**src/flash_host_pkg.sv**
```systemverilog
/*
  Constants, codes and encodings shared by the parallel NOR flash host controller.
  Assumes a 10 MHz controller clock and a flash with a 19-bit word address and 16-bit data.
*/
// What this block does
// - High-voltage ID: bit nine raised, bits 6/1/0 select code.
// - Protection verify: sector on top address bits.
// - Write only with select, strobe low, output-enable high.
// - Host resets before array read after timeout/ID.
// - Two unlocks plus ID command enter identification.
`default_nettype none

package flash_host_pkg;

  ////////////////////////////////////////////////////////////////////////////
  // Widths of the flash pins.
  localparam int ADDR_W = 19;
  localparam int DATA_W = 16;

  ////////////////////////////////////////////////////////////////////////////
  // Timing, each figure in its own unit, then as clock cycles at CLK_MHZ.
  localparam int CLK_MHZ      = 10;
  localparam int T_SETUP_NS   = 50;   // Address and select ahead of the strobe.
  localparam int T_STROBE_NS  = 90;   // Strobe low time, covers read access.
  localparam int T_VID_NS     = 500;  // Settling of the identification voltage.
  localparam int T_PWRUP_US   = 50;   // Quiet time after reset before any cycle.
  localparam int SETUP_CYC    = (T_SETUP_NS * CLK_MHZ + 999) / 1000;
  localparam int STROBE_CYC   = (T_STROBE_NS * CLK_MHZ + 999) / 1000 + 1;
  localparam int VID_CYC      = (T_VID_NS * CLK_MHZ + 999) / 1000;
  localparam int PWRUP_CYC    = T_PWRUP_US * CLK_MHZ;
  localparam int CNT_W        = 10;

  ////////////////////////////////////////////////////////////////////////////
  // Command sequence codes; defaults for the top module parameters.
  localparam logic [ADDR_W-1:0] UNLOCK1_ADDR = 19'h00555;
  localparam logic [ADDR_W-1:0] UNLOCK2_ADDR = 19'h002aa;
  localparam logic [7:0]        UNLOCK1_DATA = 8'haa;
  localparam logic [7:0]        UNLOCK2_DATA = 8'h55;
  localparam logic [7:0]        ID_CMD       = 8'h90;
  localparam logic [7:0]        RESET_CMD    = 8'hf0;

  ////////////////////////////////////////////////////////////////////////////
  // Address fields used during identification reads, and the data bit of the timeout flag.
  localparam int              SECT_LSB    = 12;
  localparam logic [1:0]      SEL_MAKER   = 2'h0;
  localparam logic [1:0]      SEL_PART    = 2'h1;
  localparam logic [1:0]      SEL_PROTECT = 2'h2;
  localparam logic [1:0]      SEL_CONT    = 2'h3;
  localparam int              TIMEOUT_BIT = 5;

  ////////////////////////////////////////////////////////////////////////////
  // User operations.
  typedef enum logic [2:0] {
    OP_READ      = 3'h0,
    OP_WRITE     = 3'h1,
    OP_RESET     = 3'h2,
    OP_ID_ENTER  = 3'h3,
    OP_ID_READ   = 3'h4,
    OP_PROT_READ = 3'h5,
    OP_HV_READ   = 3'h6,
    OP_POLL      = 3'h7
  } op_e;

  // Kind of a single bus cycle inside a sequence.
  typedef enum logic [2:0] {
    K_READ    = 3'h0,
    K_WRITE   = 3'h1,
    K_RESET   = 3'h2,
    K_UNLOCK1 = 3'h3,
    K_UNLOCK2 = 3'h4,
    K_IDCMD   = 3'h5
  } kind_e;

endpackage : flash_host_pkg

`default_nettype wire

```
**src/flash_bus_cycle.sv**
```systemverilog
/*
  One asynchronous flash bus cycle, read or write, with every pin from a flip-flop.
  Assumes the flash answers within the strobe time and that inputs are synchronous to clk.
*/
`timescale 1ns/100ps
`default_nettype none

module flash_bus_cycle (
  input  wire logic                              clk_i,
  input  wire logic                              rst_n_i,
  input  wire logic                              start_i,
  input  wire logic                              write_i,
  input  wire logic [flash_host_pkg::ADDR_W-1:0] addr_i,
  input  wire logic [flash_host_pkg::DATA_W-1:0] wdata_i,
  output var  logic                              done_o,
  output var  logic [flash_host_pkg::DATA_W-1:0] rdata_o,
  output var  logic [flash_host_pkg::ADDR_W-1:0] addr_o,
  output var  logic                              ce_n_o,
  output var  logic                              we_n_o,
  output var  logic                              oe_n_o,
  input  wire logic [flash_host_pkg::DATA_W-1:0] dq_i,
  output var  logic [flash_host_pkg::DATA_W-1:0] dq_o,
  output var  logic                              dq_oen_o
);

  typedef enum logic [3:0] {
    P_IDLE   = 4'h1,
    P_SETUP  = 4'h2,
    P_STROBE = 4'h4,
    P_HOLD   = 4'h8
  } phase_e;

  phase_e                            phase_q;
  logic   [flash_host_pkg::CNT_W-1:0] cnt_q;
  logic                              wr_q;

  ////////////////////////////////////////////////////////////////////////////
  // Phase decode as named wires.
  wire cnt_zero   = (cnt_q == '0);
  wire setup_end  = (phase_q == P_SETUP) && cnt_zero;
  wire strobe_end = (phase_q == P_STROBE) && cnt_zero;

  // Sequencer: select falls first, the strobe later, so the flash takes the address on
  // the strobe edge; the strobe rises before select so data is taken on it. Strobes last
  // whole clock periods, far above any glitch filter.
  always_ff @(posedge clk_i or negedge rst_n_i) begin
    if (!rst_n_i) begin
      phase_q  <= P_IDLE;
      cnt_q    <= '0;
      wr_q     <= 1'b0;
      done_o   <= 1'b0;
      rdata_o  <= '0;
      addr_o   <= '0;
      ce_n_o   <= 1'b1;
      we_n_o   <= 1'b1;
      oe_n_o   <= 1'b1;
      dq_o     <= '0;
      dq_oen_o <= 1'b1;
    end else begin
      done_o <= 1'b0;
      case (phase_q)
        P_IDLE: begin
          if (start_i) begin
            phase_q  <= P_SETUP;
            cnt_q    <= flash_host_pkg::CNT_W'(flash_host_pkg::SETUP_CYC - 1);
            wr_q     <= write_i;
            addr_o   <= addr_i;
            dq_o     <= wdata_i;
            dq_oen_o <= !write_i;
            ce_n_o   <= 1'b0;
          end
        end
        P_SETUP: begin
          cnt_q <= cnt_q - 1'b1;
          if (setup_end) begin
            phase_q <= P_STROBE;
            cnt_q   <= flash_host_pkg::CNT_W'(flash_host_pkg::STROBE_CYC - 1);
            we_n_o  <= !wr_q;
            oe_n_o  <= wr_q;
          end
        end
        P_STROBE: begin
          cnt_q <= cnt_q - 1'b1;
          if (strobe_end) begin
            phase_q <= P_HOLD;
            we_n_o  <= 1'b1;
            oe_n_o  <= 1'b1;
            if (!wr_q) begin
              rdata_o <= dq_i;
            end
          end
        end
        P_HOLD: begin
          phase_q  <= P_IDLE;
          ce_n_o   <= 1'b1;    // Data stays driven until this edge.
          dq_oen_o <= 1'b1;
          done_o   <= 1'b1;
        end
        default: begin
          phase_q <= P_IDLE;
        end
      endcase
    end
  end

endmodule : flash_bus_cycle

`default_nettype wire

```
**src/flash_host.sv**
```systemverilog
/*
  Host controller for a parallel NOR flash: array reads and writes, reset command,
  in-system identification by command and by the high-voltage address pin.
  Assumes an external switch puts the identification voltage on address bit nine while
  FLASH_VID_EN_O is high, and that user commands are synchronous to CLOCK_I.
*/
`timescale 1ns/100ps
`default_nettype none

module flash_host #(
  parameter logic [flash_host_pkg::ADDR_W-1:0] P_UNLOCK1_ADDR = flash_host_pkg::UNLOCK1_ADDR,
  parameter logic [flash_host_pkg::ADDR_W-1:0] P_UNLOCK2_ADDR = flash_host_pkg::UNLOCK2_ADDR,
  parameter logic [7:0]                        P_UNLOCK1_DATA = flash_host_pkg::UNLOCK1_DATA,
  parameter logic [7:0]                        P_UNLOCK2_DATA = flash_host_pkg::UNLOCK2_DATA,
  parameter logic [7:0]                        P_ID_CMD       = flash_host_pkg::ID_CMD,
  parameter logic [7:0]                        P_RESET_CMD    = flash_host_pkg::RESET_CMD
) (
  input  wire logic                              CLOCK_I,
  input  wire logic                              RESETN_I,
  input  wire logic                              CMD_VALID_I,
  input  wire logic [2:0]                        CMD_OP_I,
  input  wire logic [flash_host_pkg::ADDR_W-1:0] CMD_ADDR_I,
  input  wire logic [flash_host_pkg::DATA_W-1:0] CMD_DATA_I,
  input  wire logic                              BYTE_MODE_I,
  output var  logic                              CMD_READY_O,
  output var  logic                              RD_VALID_O,
  output var  logic [flash_host_pkg::DATA_W-1:0] RD_DATA_O,
  output var  logic                              ID_MODE_O,
  output var  logic                              TIMEOUT_SEEN_O,
  output var  logic                              FLASH_VID_EN_O,
  output var  logic                              FLASH_BYTE_N_O,
  output logic      [flash_host_pkg::ADDR_W-1:0] FLASH_ADDR_O,
  output logic                                   FLASH_CE_N_O,
  output logic                                   FLASH_WE_N_O,
  output logic                                   FLASH_OE_N_O,
  input  wire logic [flash_host_pkg::DATA_W-1:0] FLASH_DQ_I,
  output logic      [flash_host_pkg::DATA_W-1:0] FLASH_DQ_O,
  output logic                                   FLASH_DQ_OEN_O
);

  typedef enum logic [5:0] {
    S_PWRUP  = 6'h01,
    S_IDLE   = 6'h02,
    S_SETTLE = 6'h04,
    S_ISSUE  = 6'h08,
    S_WAIT   = 6'h10,
    S_FINISH = 6'h20
  } state_e;

  state_e                                state_q;
  logic   [flash_host_pkg::CNT_W-1:0]    cnt_q;
  logic   [2:0]                          op_q;
  logic   [flash_host_pkg::ADDR_W-1:0]   addr_q;
  logic   [flash_host_pkg::DATA_W-1:0]   data_q;
  logic                                  pre_q;
  logic   [1:0]                          step_q;
  logic                                  start_q;
  logic                                  cyc_done;
  logic   [flash_host_pkg::DATA_W-1:0]   cyc_rdata;
  flash_host_pkg::kind_e                 kind;
  logic   [flash_host_pkg::ADDR_W-1:0]   cyc_addr;
  logic   [flash_host_pkg::DATA_W-1:0]   cyc_wdata;
  logic   [1:0]                          last_step;

  ////////////////////////////////////////////////////////////////////////////
  // Operation decode.
  wire is_read   = (op_q == flash_host_pkg::OP_READ);
  wire is_idrd   = (op_q == flash_host_pkg::OP_ID_READ) || (op_q == flash_host_pkg::OP_PROT_READ);
  wire is_enter  = (op_q == flash_host_pkg::OP_ID_ENTER);
  wire is_hv     = (op_q == flash_host_pkg::OP_HV_READ);
  wire is_poll   = (op_q == flash_host_pkg::OP_POLL);
  wire returns   = is_read || is_idrd || is_hv || is_poll;
  wire cmd_take  = (state_q == S_IDLE) && CMD_VALID_I;
  wire new_hv    = (CMD_OP_I == flash_host_pkg::OP_HV_READ);
  wire [1:0] sel = addr_q[1:0];

  // An array read must be preceded by a reset write once the device may sit in
  // identification mode or has reported a timeout; an identification read needs the
  // entry sequence first unless the device is known to be in that mode already.
  wire new_pre = (CMD_OP_I == flash_host_pkg::OP_READ) ? (ID_MODE_O || TIMEOUT_SEEN_O) :
                 ((CMD_OP_I == flash_host_pkg::OP_ID_READ) ||
                  (CMD_OP_I == flash_host_pkg::OP_PROT_READ)) ? !ID_MODE_O : 1'b0;

  // Length of the sequence, minus one.
  assign last_step = is_enter ? 2'h2 :
                     (is_idrd && pre_q) ? 2'h3 :
                     (is_read && pre_q) ? 2'h1 : 2'h0;

  // Kind of the current bus cycle.
  assign kind = (op_q == flash_host_pkg::OP_WRITE) ? flash_host_pkg::K_WRITE :
                (op_q == flash_host_pkg::OP_RESET) ? flash_host_pkg::K_RESET :
                (is_read && pre_q && step_q == 2'h0) ? flash_host_pkg::K_RESET :
                ((is_enter || (is_idrd && pre_q)) && step_q == 2'h0) ? flash_host_pkg::K_UNLOCK1 :
                ((is_enter || (is_idrd && pre_q)) && step_q == 2'h1) ? flash_host_pkg::K_UNLOCK2 :
                ((is_enter || (is_idrd && pre_q)) && step_q == 2'h2) ? flash_host_pkg::K_IDCMD :
                flash_host_pkg::K_READ;

  // Address of the current cycle. The reset command may go to any address, so the
  // user address is reused. High-voltage reads hold A6 low and put the code select on
  // A1/A0 with the sector on the top bits; protection reads put 02h under the sector.
  wire [flash_host_pkg::ADDR_W-1:0] hv_addr = {addr_q[flash_host_pkg::ADDR_W-1:flash_host_pkg::SECT_LSB],
                                               5'h00, 1'b0, 4'h0, sel};
  wire [flash_host_pkg::ADDR_W-1:0] prot_addr = {addr_q[flash_host_pkg::ADDR_W-1:flash_host_pkg::SECT_LSB],
                                                 10'h000, flash_host_pkg::SEL_PROTECT};
  wire [flash_host_pkg::ADDR_W-1:0] id_addr = {addr_q[flash_host_pkg::ADDR_W-1:8], 6'h00, sel};
  wire [flash_host_pkg::ADDR_W-1:0] rd_addr =
    is_hv ? hv_addr :
    (op_q == flash_host_pkg::OP_PROT_READ) ? prot_addr :
    (op_q == flash_host_pkg::OP_ID_READ) ? id_addr : addr_q;

  assign cyc_addr = (kind == flash_host_pkg::K_UNLOCK1) ? P_UNLOCK1_ADDR :
                    (kind == flash_host_pkg::K_UNLOCK2) ? P_UNLOCK2_ADDR :
                    (kind == flash_host_pkg::K_IDCMD)   ? P_UNLOCK1_ADDR :
                    (kind == flash_host_pkg::K_READ)    ? rd_addr : addr_q;

  assign cyc_wdata = (kind == flash_host_pkg::K_UNLOCK1) ? {8'h00, P_UNLOCK1_DATA} :
                     (kind == flash_host_pkg::K_UNLOCK2) ? {8'h00, P_UNLOCK2_DATA} :
                     (kind == flash_host_pkg::K_IDCMD)   ? {8'h00, P_ID_CMD} :
                     (kind == flash_host_pkg::K_RESET)   ? {8'h00, P_RESET_CMD} : data_q;

  // In byte mode only the low data lines carry the answer.
  wire [flash_host_pkg::DATA_W-1:0] rd_masked = BYTE_MODE_I ? {8'h00, cyc_rdata[7:0]} : cyc_rdata;
  wire step_last = (step_q == last_step);

  ////////////////////////////////////////////////////////////////////////////
  // One bus cycle engine drives the address, strobe and data pins from its own flip-flops.
  flash_bus_cycle u_cycle (
    .clk_i    (CLOCK_I),
    .rst_n_i  (RESETN_I),
    .start_i  (start_q),
    .write_i  (kind != flash_host_pkg::K_READ),
    .addr_i   (cyc_addr),
    .wdata_i  (cyc_wdata),
    .done_o   (cyc_done),
    .rdata_o  (cyc_rdata),
    .addr_o   (FLASH_ADDR_O),
    .ce_n_o   (FLASH_CE_N_O),
    .we_n_o   (FLASH_WE_N_O),
    .oe_n_o   (FLASH_OE_N_O),
    .dq_i     (FLASH_DQ_I),
    .dq_o     (FLASH_DQ_O),
    .dq_oen_o (FLASH_DQ_OEN_O)
  );

  ////////////////////////////////////////////////////////////////////////////
  // Sequencer. After reset the strobes stay high for a quiet period, so a flash still
  // powering up never sees a write edge; plain reads then need no command at all.
  always_ff @(posedge CLOCK_I or negedge RESETN_I) begin
    if (!RESETN_I) begin
      state_q <= S_PWRUP;
      cnt_q   <= flash_host_pkg::CNT_W'(flash_host_pkg::PWRUP_CYC - 1);
      op_q    <= 3'h0;
      addr_q  <= '0;
      data_q  <= '0;
      pre_q   <= 1'b0;
      step_q  <= 2'h0;
      start_q <= 1'b0;
    end else begin
      start_q <= 1'b0;
      case (state_q)
        S_PWRUP: begin
          cnt_q <= cnt_q - 1'b1;
          if (cnt_q == '0) begin
            state_q <= S_IDLE;
          end
        end
        S_IDLE: begin
          if (cmd_take) begin
            op_q    <= CMD_OP_I;
            addr_q  <= CMD_ADDR_I;
            data_q  <= CMD_DATA_I;
            pre_q   <= new_pre;
            step_q  <= 2'h0;
            cnt_q   <= flash_host_pkg::CNT_W'(flash_host_pkg::VID_CYC - 1);
            state_q <= new_hv ? S_SETTLE : S_ISSUE;
          end
        end
        S_SETTLE: begin
          cnt_q <= cnt_q - 1'b1;
          if (cnt_q == '0) begin
            state_q <= S_ISSUE;
          end
        end
        S_ISSUE: begin
          start_q <= 1'b1;
          state_q <= S_WAIT;
        end
        S_WAIT: begin
          if (cyc_done) begin
            step_q  <= step_q + 2'h1;
            state_q <= step_last ? S_FINISH : S_ISSUE;
          end
        end
        S_FINISH: begin
          state_q <= S_IDLE;
        end
        default: begin
          state_q <= S_IDLE;
        end
      endcase
    end
  end

  ////////////////////////////////////////////////////////////////////////////
  // Host view of the device mode. A reset write is the only way out of identification
  // mode; a reported timeout clears on a reset write or on a poll that reads the flag low;
  // the entry command is the only way in.
  always_ff @(posedge CLOCK_I or negedge RESETN_I) begin
    if (!RESETN_I) begin
      ID_MODE_O      <= 1'b0;
      TIMEOUT_SEEN_O <= 1'b0;
    end else if ((state_q == S_WAIT) && cyc_done) begin
      if (kind == flash_host_pkg::K_RESET) begin
        ID_MODE_O      <= 1'b0;
        TIMEOUT_SEEN_O <= 1'b0;
      end else if (kind == flash_host_pkg::K_IDCMD) begin
        ID_MODE_O <= 1'b1;
      end else if (is_poll && (kind == flash_host_pkg::K_READ)) begin
        TIMEOUT_SEEN_O <= cyc_rdata[flash_host_pkg::TIMEOUT_BIT];
      end
    end
  end

  ////////////////////////////////////////////////////////////////////////////
  // User-facing outputs and the identification voltage enable.
  always_ff @(posedge CLOCK_I or negedge RESETN_I) begin
    if (!RESETN_I) begin
      CMD_READY_O    <= 1'b0;
      RD_VALID_O     <= 1'b0;
      RD_DATA_O      <= '0;
      FLASH_VID_EN_O <= 1'b0;
      FLASH_BYTE_N_O <= 1'b1;
    end else begin
      FLASH_BYTE_N_O <= !BYTE_MODE_I;
      RD_VALID_O     <= (state_q == S_FINISH) && returns;
      CMD_READY_O    <= (state_q == S_IDLE) ? !cmd_take : (state_q == S_FINISH);
      if ((state_q == S_WAIT) && cyc_done && (kind == flash_host_pkg::K_READ)) begin
        RD_DATA_O <= rd_masked;
      end
      if (cmd_take && new_hv) begin
        FLASH_VID_EN_O <= 1'b1;
      end else if (state_q == S_FINISH) begin
        FLASH_VID_EN_O <= 1'b0;
      end
    end
  end

endmodule : flash_host

`default_nettype wire

```
**config.mk**
```make
export PLATFORM = sky130hd
export DESIGN_NAME = flash_host
export DESIGN_NICKNAME = d
export VERILOG_FILES = /design/src/flash_host_pkg.sv /design/src/flash_bus_cycle.sv /design/src/flash_host.sv
export SDC_FILE = /design/constraint.sdc
export NUM_CORES = 1
export LEC_CHECK = 0
export BUFFER_PORTS_ARGS = -buffer_cell sky130_fd_sc_hd__buf_4
export CAP_MARGIN = 30
export CORE_ASPECT_RATIO = 0.5
export CORE_MARGIN = 4
export CORE_UTILIZATION = 40
export DETAILED_ROUTE_END_ITERATION = 6
export GPL_TIMING_DRIVEN = 0
export MAX_ROUTING_LAYER = met4
export PLACE_DENSITY = 0.67
export RECOVER_POWER = 100
export SKIP_CTS_REPAIR_TIMING = 1
export SLEW_MARGIN = 40
export SYNTH_ARGS = -nofsm -noshare
export SYNTH_HDL_FRONTEND = slang
export SYNTH_SLANG_ARGS = --single-unit
```
**constraint.sdc**
```tcl
create_clock -name CLOCK_I -period 3 [get_ports CLOCK_I]
set_input_delay 0.6 -clock CLOCK_I [delete_from_list [all_inputs] [get_ports CLOCK_I]]
set_output_delay 0.6 -clock CLOCK_I [all_outputs]
set_load 0.02 [all_outputs]
```
; ---- Word-level counts from Yosys, hierarchy flattened
; Cells that the tools add are included.
[word_totals]
output_inout_bits = 61
regBits = 151
input_bits = 58
[classes]
n_mux = 61
n_eq_ne = 35
n_bitwise = 1
add_sub_neg = 3
n_reduce_logical = 54
[op_table]
columns = op, count
row1 = two-way mux 16 bit, 5
row2 = two-way mux 19 bit, 3
row3 = two-way mux 12 bit, 3
row4 = two-way mux 10 bit, 3
row5 = two-way mux 6 bit, 5
row6 = one-hot mux 10 bit (3 select lines), 1
row7 = one-hot mux 6 bit (5 select lines), 1
row8 = "== test 3 bit, second input constant", 9
row9 = zero test 10 bit, 2
row10 = one-hot mux 10 bit (2 select lines), 1
row11 = "subtractor 10 x 1 -> 10 bit, second input constant", 2
row12 = two-way mux 1 bit, 18
row13 = two-way mux 3 bit, 6
row14 = two-way mux 4 bit, 4
row15 = AND reduction 3 bit, 5
row16 = logical AND 1 bit, 14
row17 = nonzero test 2 bit, 7
row18 = "== test 3 x 2 -> 1 bit, second input constant", 4
row19 = one-hot mux 4 bit (3 select lines), 1
row20 = AND reduction 2 bit, 6
row21 = "inequality test 2 bit, second input constant", 5
row22 = zero test 3 bit, 3
row23 = two-way mux 2 bit, 4
row24 = two-way mux 8 bit, 1
row25 = 25 further kinds, 41

; ---- Depth between registers and ports, before layout
[depth]
depth_word = 16
ltp_mapped = 9
depth_no_buf = 7

; ---- Cells and area by module
; From an unflattened synthesis, not the netlist that was laid out.
[hier_totals]
hier_cells = 651
hier_area_um2 = 7128.1
[by_module_without_submodules]
columns = module, cells_each, area_per_inst_um2, n_inst
row1 = flash_host, 437, 4105.2, 1
row2 = flash_bus_cycle, 214, 3022.9, 1

; ---- Worst setup path before layout
; Ideal clock, no wire load.
[synth_timing]
path_kind = register to register
startpoint = register step_q[1]
endpoint = register RD_DATA_O[6] (netlist bit)
setup_time_ns = 0.125
path_slack_ns = 0.720
path_buffers = 2
arrival_ns = 2.156
path_stages_with_launch = 10
t_required_ns = 2.875
path_cell_list = dfrtp_1 > inv_1 > ha_1 > nor2_1 > a21oi_1 > o21ai_1 > and2_1 > buf_2 > buf_2 > mux2_2
[synth_between]
elab_chain_cells = 10
word_cells_on_any_way = 15
[synth_lines]
columns = element, line
row1 = "start, declared", flash_host.sv:56  ; logic [1:0] step_q;
row2 = "start signal, assigned", flash_host.sv:190  ; step_q <= step_q + 2'h1;
row3 = == test 2 bit, flash_host.sv:95  ; ((is_enter || (is_idrd && pre_q)) && step_q == 2'h2) ? flash_host_pkg::K_IDCMD :
row4 = logical AND 1 bit, flash_host.sv:95
row5 = two-way mux 3 bit, flash_host.sv:95
row6 = two-way mux 3 bit, flash_host.sv:94  ; ((is_enter || (is_idrd && pre_q)) && step_q == 2'h1) ? flash_host_pkg::K_UNLOCK2 :
row7 = two-way mux 3 bit, flash_host.sv:93  ; ((is_enter || (is_idrd && pre_q)) && step_q == 2'h0) ? flash_host_pkg::K_UNLOCK1 :
row8 = two-way mux 3 bit (*), flash_host.sv:92  ; (is_read && pre_q && step_q == 2'h0) ? flash_host_pkg::K_RESET :
row9 = two-way mux 3 bit (*), flash_host.sv:91  ; (op_q == flash_host_pkg::OP_RESET) ? flash_host_pkg::K_RESET :
row10 = two-way mux 3 bit (*), flash_host.sv:90  ; assign kind = (op_q == flash_host_pkg::OP_WRITE) ? flash_host_pkg::K_WRITE :
row11 = zero test 3 bit (*), flash_host.sv:237  ; if ((state_q == S_WAIT) && cyc_done && (kind == flash_host_pkg::K_READ)) begin
row12 = logical AND 1 bit (*), flash_host.sv:237
row13 = "end signal, assigned", flash_host.sv:238  ; RD_DATA_O <= rd_masked;
row14 = "end, declared", flash_host.sv:27  ; output var logic [flash_host_pkg::DATA_W-1:0] RD_DATA_O,
; Mark *: on every way between the ends. The rest lies on a longest branch, timed or not.
; A chain may end at the register's enable or synchronous reset.

; ---- Worst setup path in the final report
[layout_timing]
startpoint = register u_cycle.cnt_q[0] (netlist bit)
endpoint = register u_cycle.rdata_o[12] (netlist bit)
[layout_between]
elab_chain_cells = 3
[layout_lines]
columns = element, line
row1 = "start, declared", flash_bus_cycle.sv:34  ; logic [flash_host_pkg::CNT_W-1:0] cnt_q;
row2 = "start signal, assigned", flash_bus_cycle.sv:65  ; cnt_q <= flash_host_pkg::CNT_W'(flash_host_pkg::SETUP_CYC - 1);
row3 = "start signal, assigned", flash_bus_cycle.sv:74  ; cnt_q <= cnt_q - 1'b1;
row4 = "start signal, assigned", flash_bus_cycle.sv:77  ; cnt_q <= flash_host_pkg::CNT_W'(flash_host_pkg::STROBE_CYC - 1);
row5 = zero test 10 bit, flash_bus_cycle.sv:39  ; wire cnt_zero = (cnt_q == '0);
row6 = logical AND 1 bit, flash_bus_cycle.sv:41  ; wire strobe_end = (phase_q == P_STROBE) && cnt_zero;
row7 = AND reduction 3 bit (no source line), --
row8 = "end signal, assigned", flash_bus_cycle.sv:89  ; rdata_o <= dq_i;
row9 = "end, declared", flash_bus_cycle.sv:16  ; output var logic [flash_host_pkg::DATA_W-1:0] rdata_o,
; No other way between the ends.

==> reports/qor.yml <==
final_layout:
  final_common_cell: "nand2_1"
  fill_cells: 1561
  area_growth_pct: 23.6
  final_cell_mix: "150 x nand2_1, 137 x dfrtp_1, 85 x clkbuf_1"
  diodes: 0
  fin_area_um2: 8290
  multi_input_area_um2: 2720
  layout-drive-gt1-share_pct: 19.2
  seqCellArea_um2: 3800
  final_nets: 846
  final_cells: 1023
synth:
  synth_edf_count: 0
  syn_nets: 706
  synth_top_flop_cell: "dfrtp_1"
  syn_area_per_cell_um2: 10.4
  ys_types: 67
  synthSimpleGateAreaFrac_pct: 18.9
  synthAdderAreaFrac_pct: 0.933
  synth_top_family_by_area: "simple AND/OR/NAND/NOR gates"
  yosys_warnings: 0
  netlist_instances: 643
  synth-seq-cells: 151
  synth-async-reset-ratio_pct: 100
  synth_compound_area_share_pct: 14.4
  synthMuxAreaShare_pct: 4.59
  synth_xor_area_share_pct: 1.57
  yosysSeqAreaShare_pct: 56.6
  syn_area_um2: 6700
hold_path:
  hp-class: "in -> reg"
clock_network:
  cts.htree.levels: 4
  numCtsBuffers: 17
  cts-root-buf: "clkbuf_16"
  clk_pin_slew_ns: 0.07
  cts_tree: "yes"
  cts_sinks: 151
  cts_buffer_depth: 2
  clk_latency_ns: 0.42
power:
  power_switching_share_pct: 38.2
  comb_power_share_pct: 34.8
  finalPower_mw: 8.29
  peakVddDrop_mv: 0.486
  internal-power_mw: 5.12
  p_sw_mw: 3.16
  leakage_nw: 3.86
  power_frac_seq_pct: 38.5
  pwr-share-clk_pct: 26.7
  powerDensity_nw_per_um2: 1000
critical_path:
  worstPathMaxFanout: 10
  worstPathRequired_ns: 3.30
  slowest_delay_ns: 0.53
  crit_chain: "inv_1, ha_1, nor3b_1, nand3_2, or2_0, or3_1, buf_6, buf_6, mux2_4"
  crit_path_frequent_cell: "buf_6"
  crit_type: "reg -> reg"
  end_kind: "register"
  cpMaxStageDelayCell: "nor3b_1"
  startpoint_type: "register"
  critPathArrivalTime_ns: 3.16
drt:
  antenna_left: 0
  firstDrtPassIters: 5
  totalWireLength_um: 16800
  drtIter0Drc: 235
  vias: 5295
  via_per_inst: 5.18
  detail_route.wl_per_cell_um: 16.5
  remaining_drc_errors: 0
timing:
  hold_viol: 0
  worst_pin_slew_ns: 1.84
  maxSlewViolCount: 75
  relSlewSlack_pct: -22.9
  period_share_pct: 95.3
  period_needed_ns: 2.86
  timing.fmax_mhz: 350
  rsz0062_at_grt: "no"
  setup-tns-final_ns: 0
  fin_worst_skew_ns: 0.0113
  setup_viol: 0
floorplanning:
  start_util_pct: 40.9
  die-area_um2: 19000
  die_y_um: 99.5
  core_um2: 16400
  num_rows: 33
  ios: 119
  dieWidth_um: 191
grt:
  grt_max_degree: 77
  grt_pass1_vias: 5330
  grt_overflow: 0
  grt_pass1_wl_um: 27600
  grt_antenna_before_repair: 0
  grtUsageTotal_pct: 18.9
status:
  failed_checks: "max-capacitance violations, max-slew violations"
  status: "finished, violations left"
placed_design:
  gp_congestion: 0.895
  hpwl_um: 11800
  portBuffers: 118
  dp.cells: 990
  dpl-instance-area_um2: 7940
job:
  cap_viol_max_count: 1
## cells in the mapped netlist (all sizes together), types with 6 or more instances
library cell | n | area (um2)
a31o | 9 | 78.8
nor2b | 9 | 56.3
o21ai | 26 | 130
or3 | 7 | 48.8
nor2 | 41 | 156
a31oi | 9 | 56.3
nand2b | 9 | 56.3
o211ai | 6 | 45.0
buf | 14 | 81.3
nand2 | 150 | 563
a21oi | 22 | 110
a22o | 18 | 158
nand3 | 6 | 35.0
xor2 | 8 | 70.1
dfstp | 14 | 368
a21boi | 8 | 60.1
mux2 | 24 | 308
nor3 | 15 | 90.1
dfrtp | 137 | 3430
inv | 13 | 48.8
clkbuf | 17 | 63.8
## power by group through the flow
stage / clock network (mW) / registers, mW / logic, mW
2_1_floorplan: 0 / 3.41 / 1.78
3_3_place_gp: 0 / 3.20 / 3.01
3_5_place_dp: 0 / 3.23 / 3.10
4_1_cts: 2.26 / 3.21 / 3.12
5_1_grt: 2.35 / 3.28 / 3.22
6_report: 2.21 / 3.19 / 2.88
## final timing paths
| kind | startpoint | to | slack, ns | depth (start not counted) |
|---|---|---|---|---|
| setup / recovery | u_cycle.cnt_q[0] | u_cycle.rdata_o[12] | 0.14 | 9 |
| hold / removal | CMD_ADDR_I[15] | addr_q[15] | 0.37 | 3 |
| setup reg to reg | u_cycle.cnt_q[0] | u_cycle.rdata_o[12] | 0.14 | 9 |
| hold reg to reg | data_q[6] | data_q[6] | 0.47 | 2 |
| max in group asynchronous | RESETN_I | u_cycle.we_n_o | 0.44 | 4 |
| min in group asynchronous | RESETN_I | u_cycle.dq_o[9] | 0.48 | 2 |
## kinds of logic (layout without fill, tap and decap cells)
group	Yosys count	in the layout
XOR/XNOR	12	12
buffers and inverters	45	198
adder cells (fa/ha/maj)	5	5
multiplexers	24	24
flip-flops	151	151
AO/OA/AOI/OAI	137	137
AND/OR/NAND/NOR	269	269
## registers in the layout (all words and copies together) (netlist names), 4 cells and up
| register | flops |
|---|---|
| RD_DATA_O | 16 |
| cnt_q | 10 |
| addr_q | 19 |
| u_cycle.dq_o | 16 |
| data_q | 16 |
| state_q | 6 |
| u_cycle.phase_q | 4 |
| u_cycle.cnt_q | 10 |
| u_cycle.rdata_o | 16 |
| u_cycle.addr_o | 19 |
## metal layers
metal / global-route usage, % / up-vias / share of wire [%]
li1: - / 2525 / -
met1: 25.5 / 2664 / 48
met2: 29.0 / 92 / 47
met3: 4.14 / 14 / 4.0
met4: 5.13 / 0 / 1.2
met5: - / - / 0
## critical path: cells and delay by family, from the launching register on
family,cells,cell delay (ns)
adder cells (fa/ha/maj),1,0.21
buffers and inverters,3,0.42
flip-flops,1,0.40
multiplexers,1,0.31
AND/OR/NAND/NOR,4,1.39
## layout make-up
type,instances,area share (%)
clock buffers,21,5.56
multi-input cells,447,32.8
clock inverters,11,1.78
well taps,227,3.43
inverters,14,0.634
repair buffers,121,8.30
plain buffers,31,1.71
flip-flops and latches,151,45.8
## metrics by stage
step	hold WS, ns	setup WS (ns)	util, %
2_1_floorplan	0.304	0.720	-
3_3_place_gp	0.458	0.0822	48.0
3_5_place_dp	0.375	0.0479	48.4
4_1_cts	-0.0737	0.0308	52.1
5_1_grt	0.363	0.0174	50.6
6_report	0.368	0.140	50.6
Power figures use the tool's default switching activity.
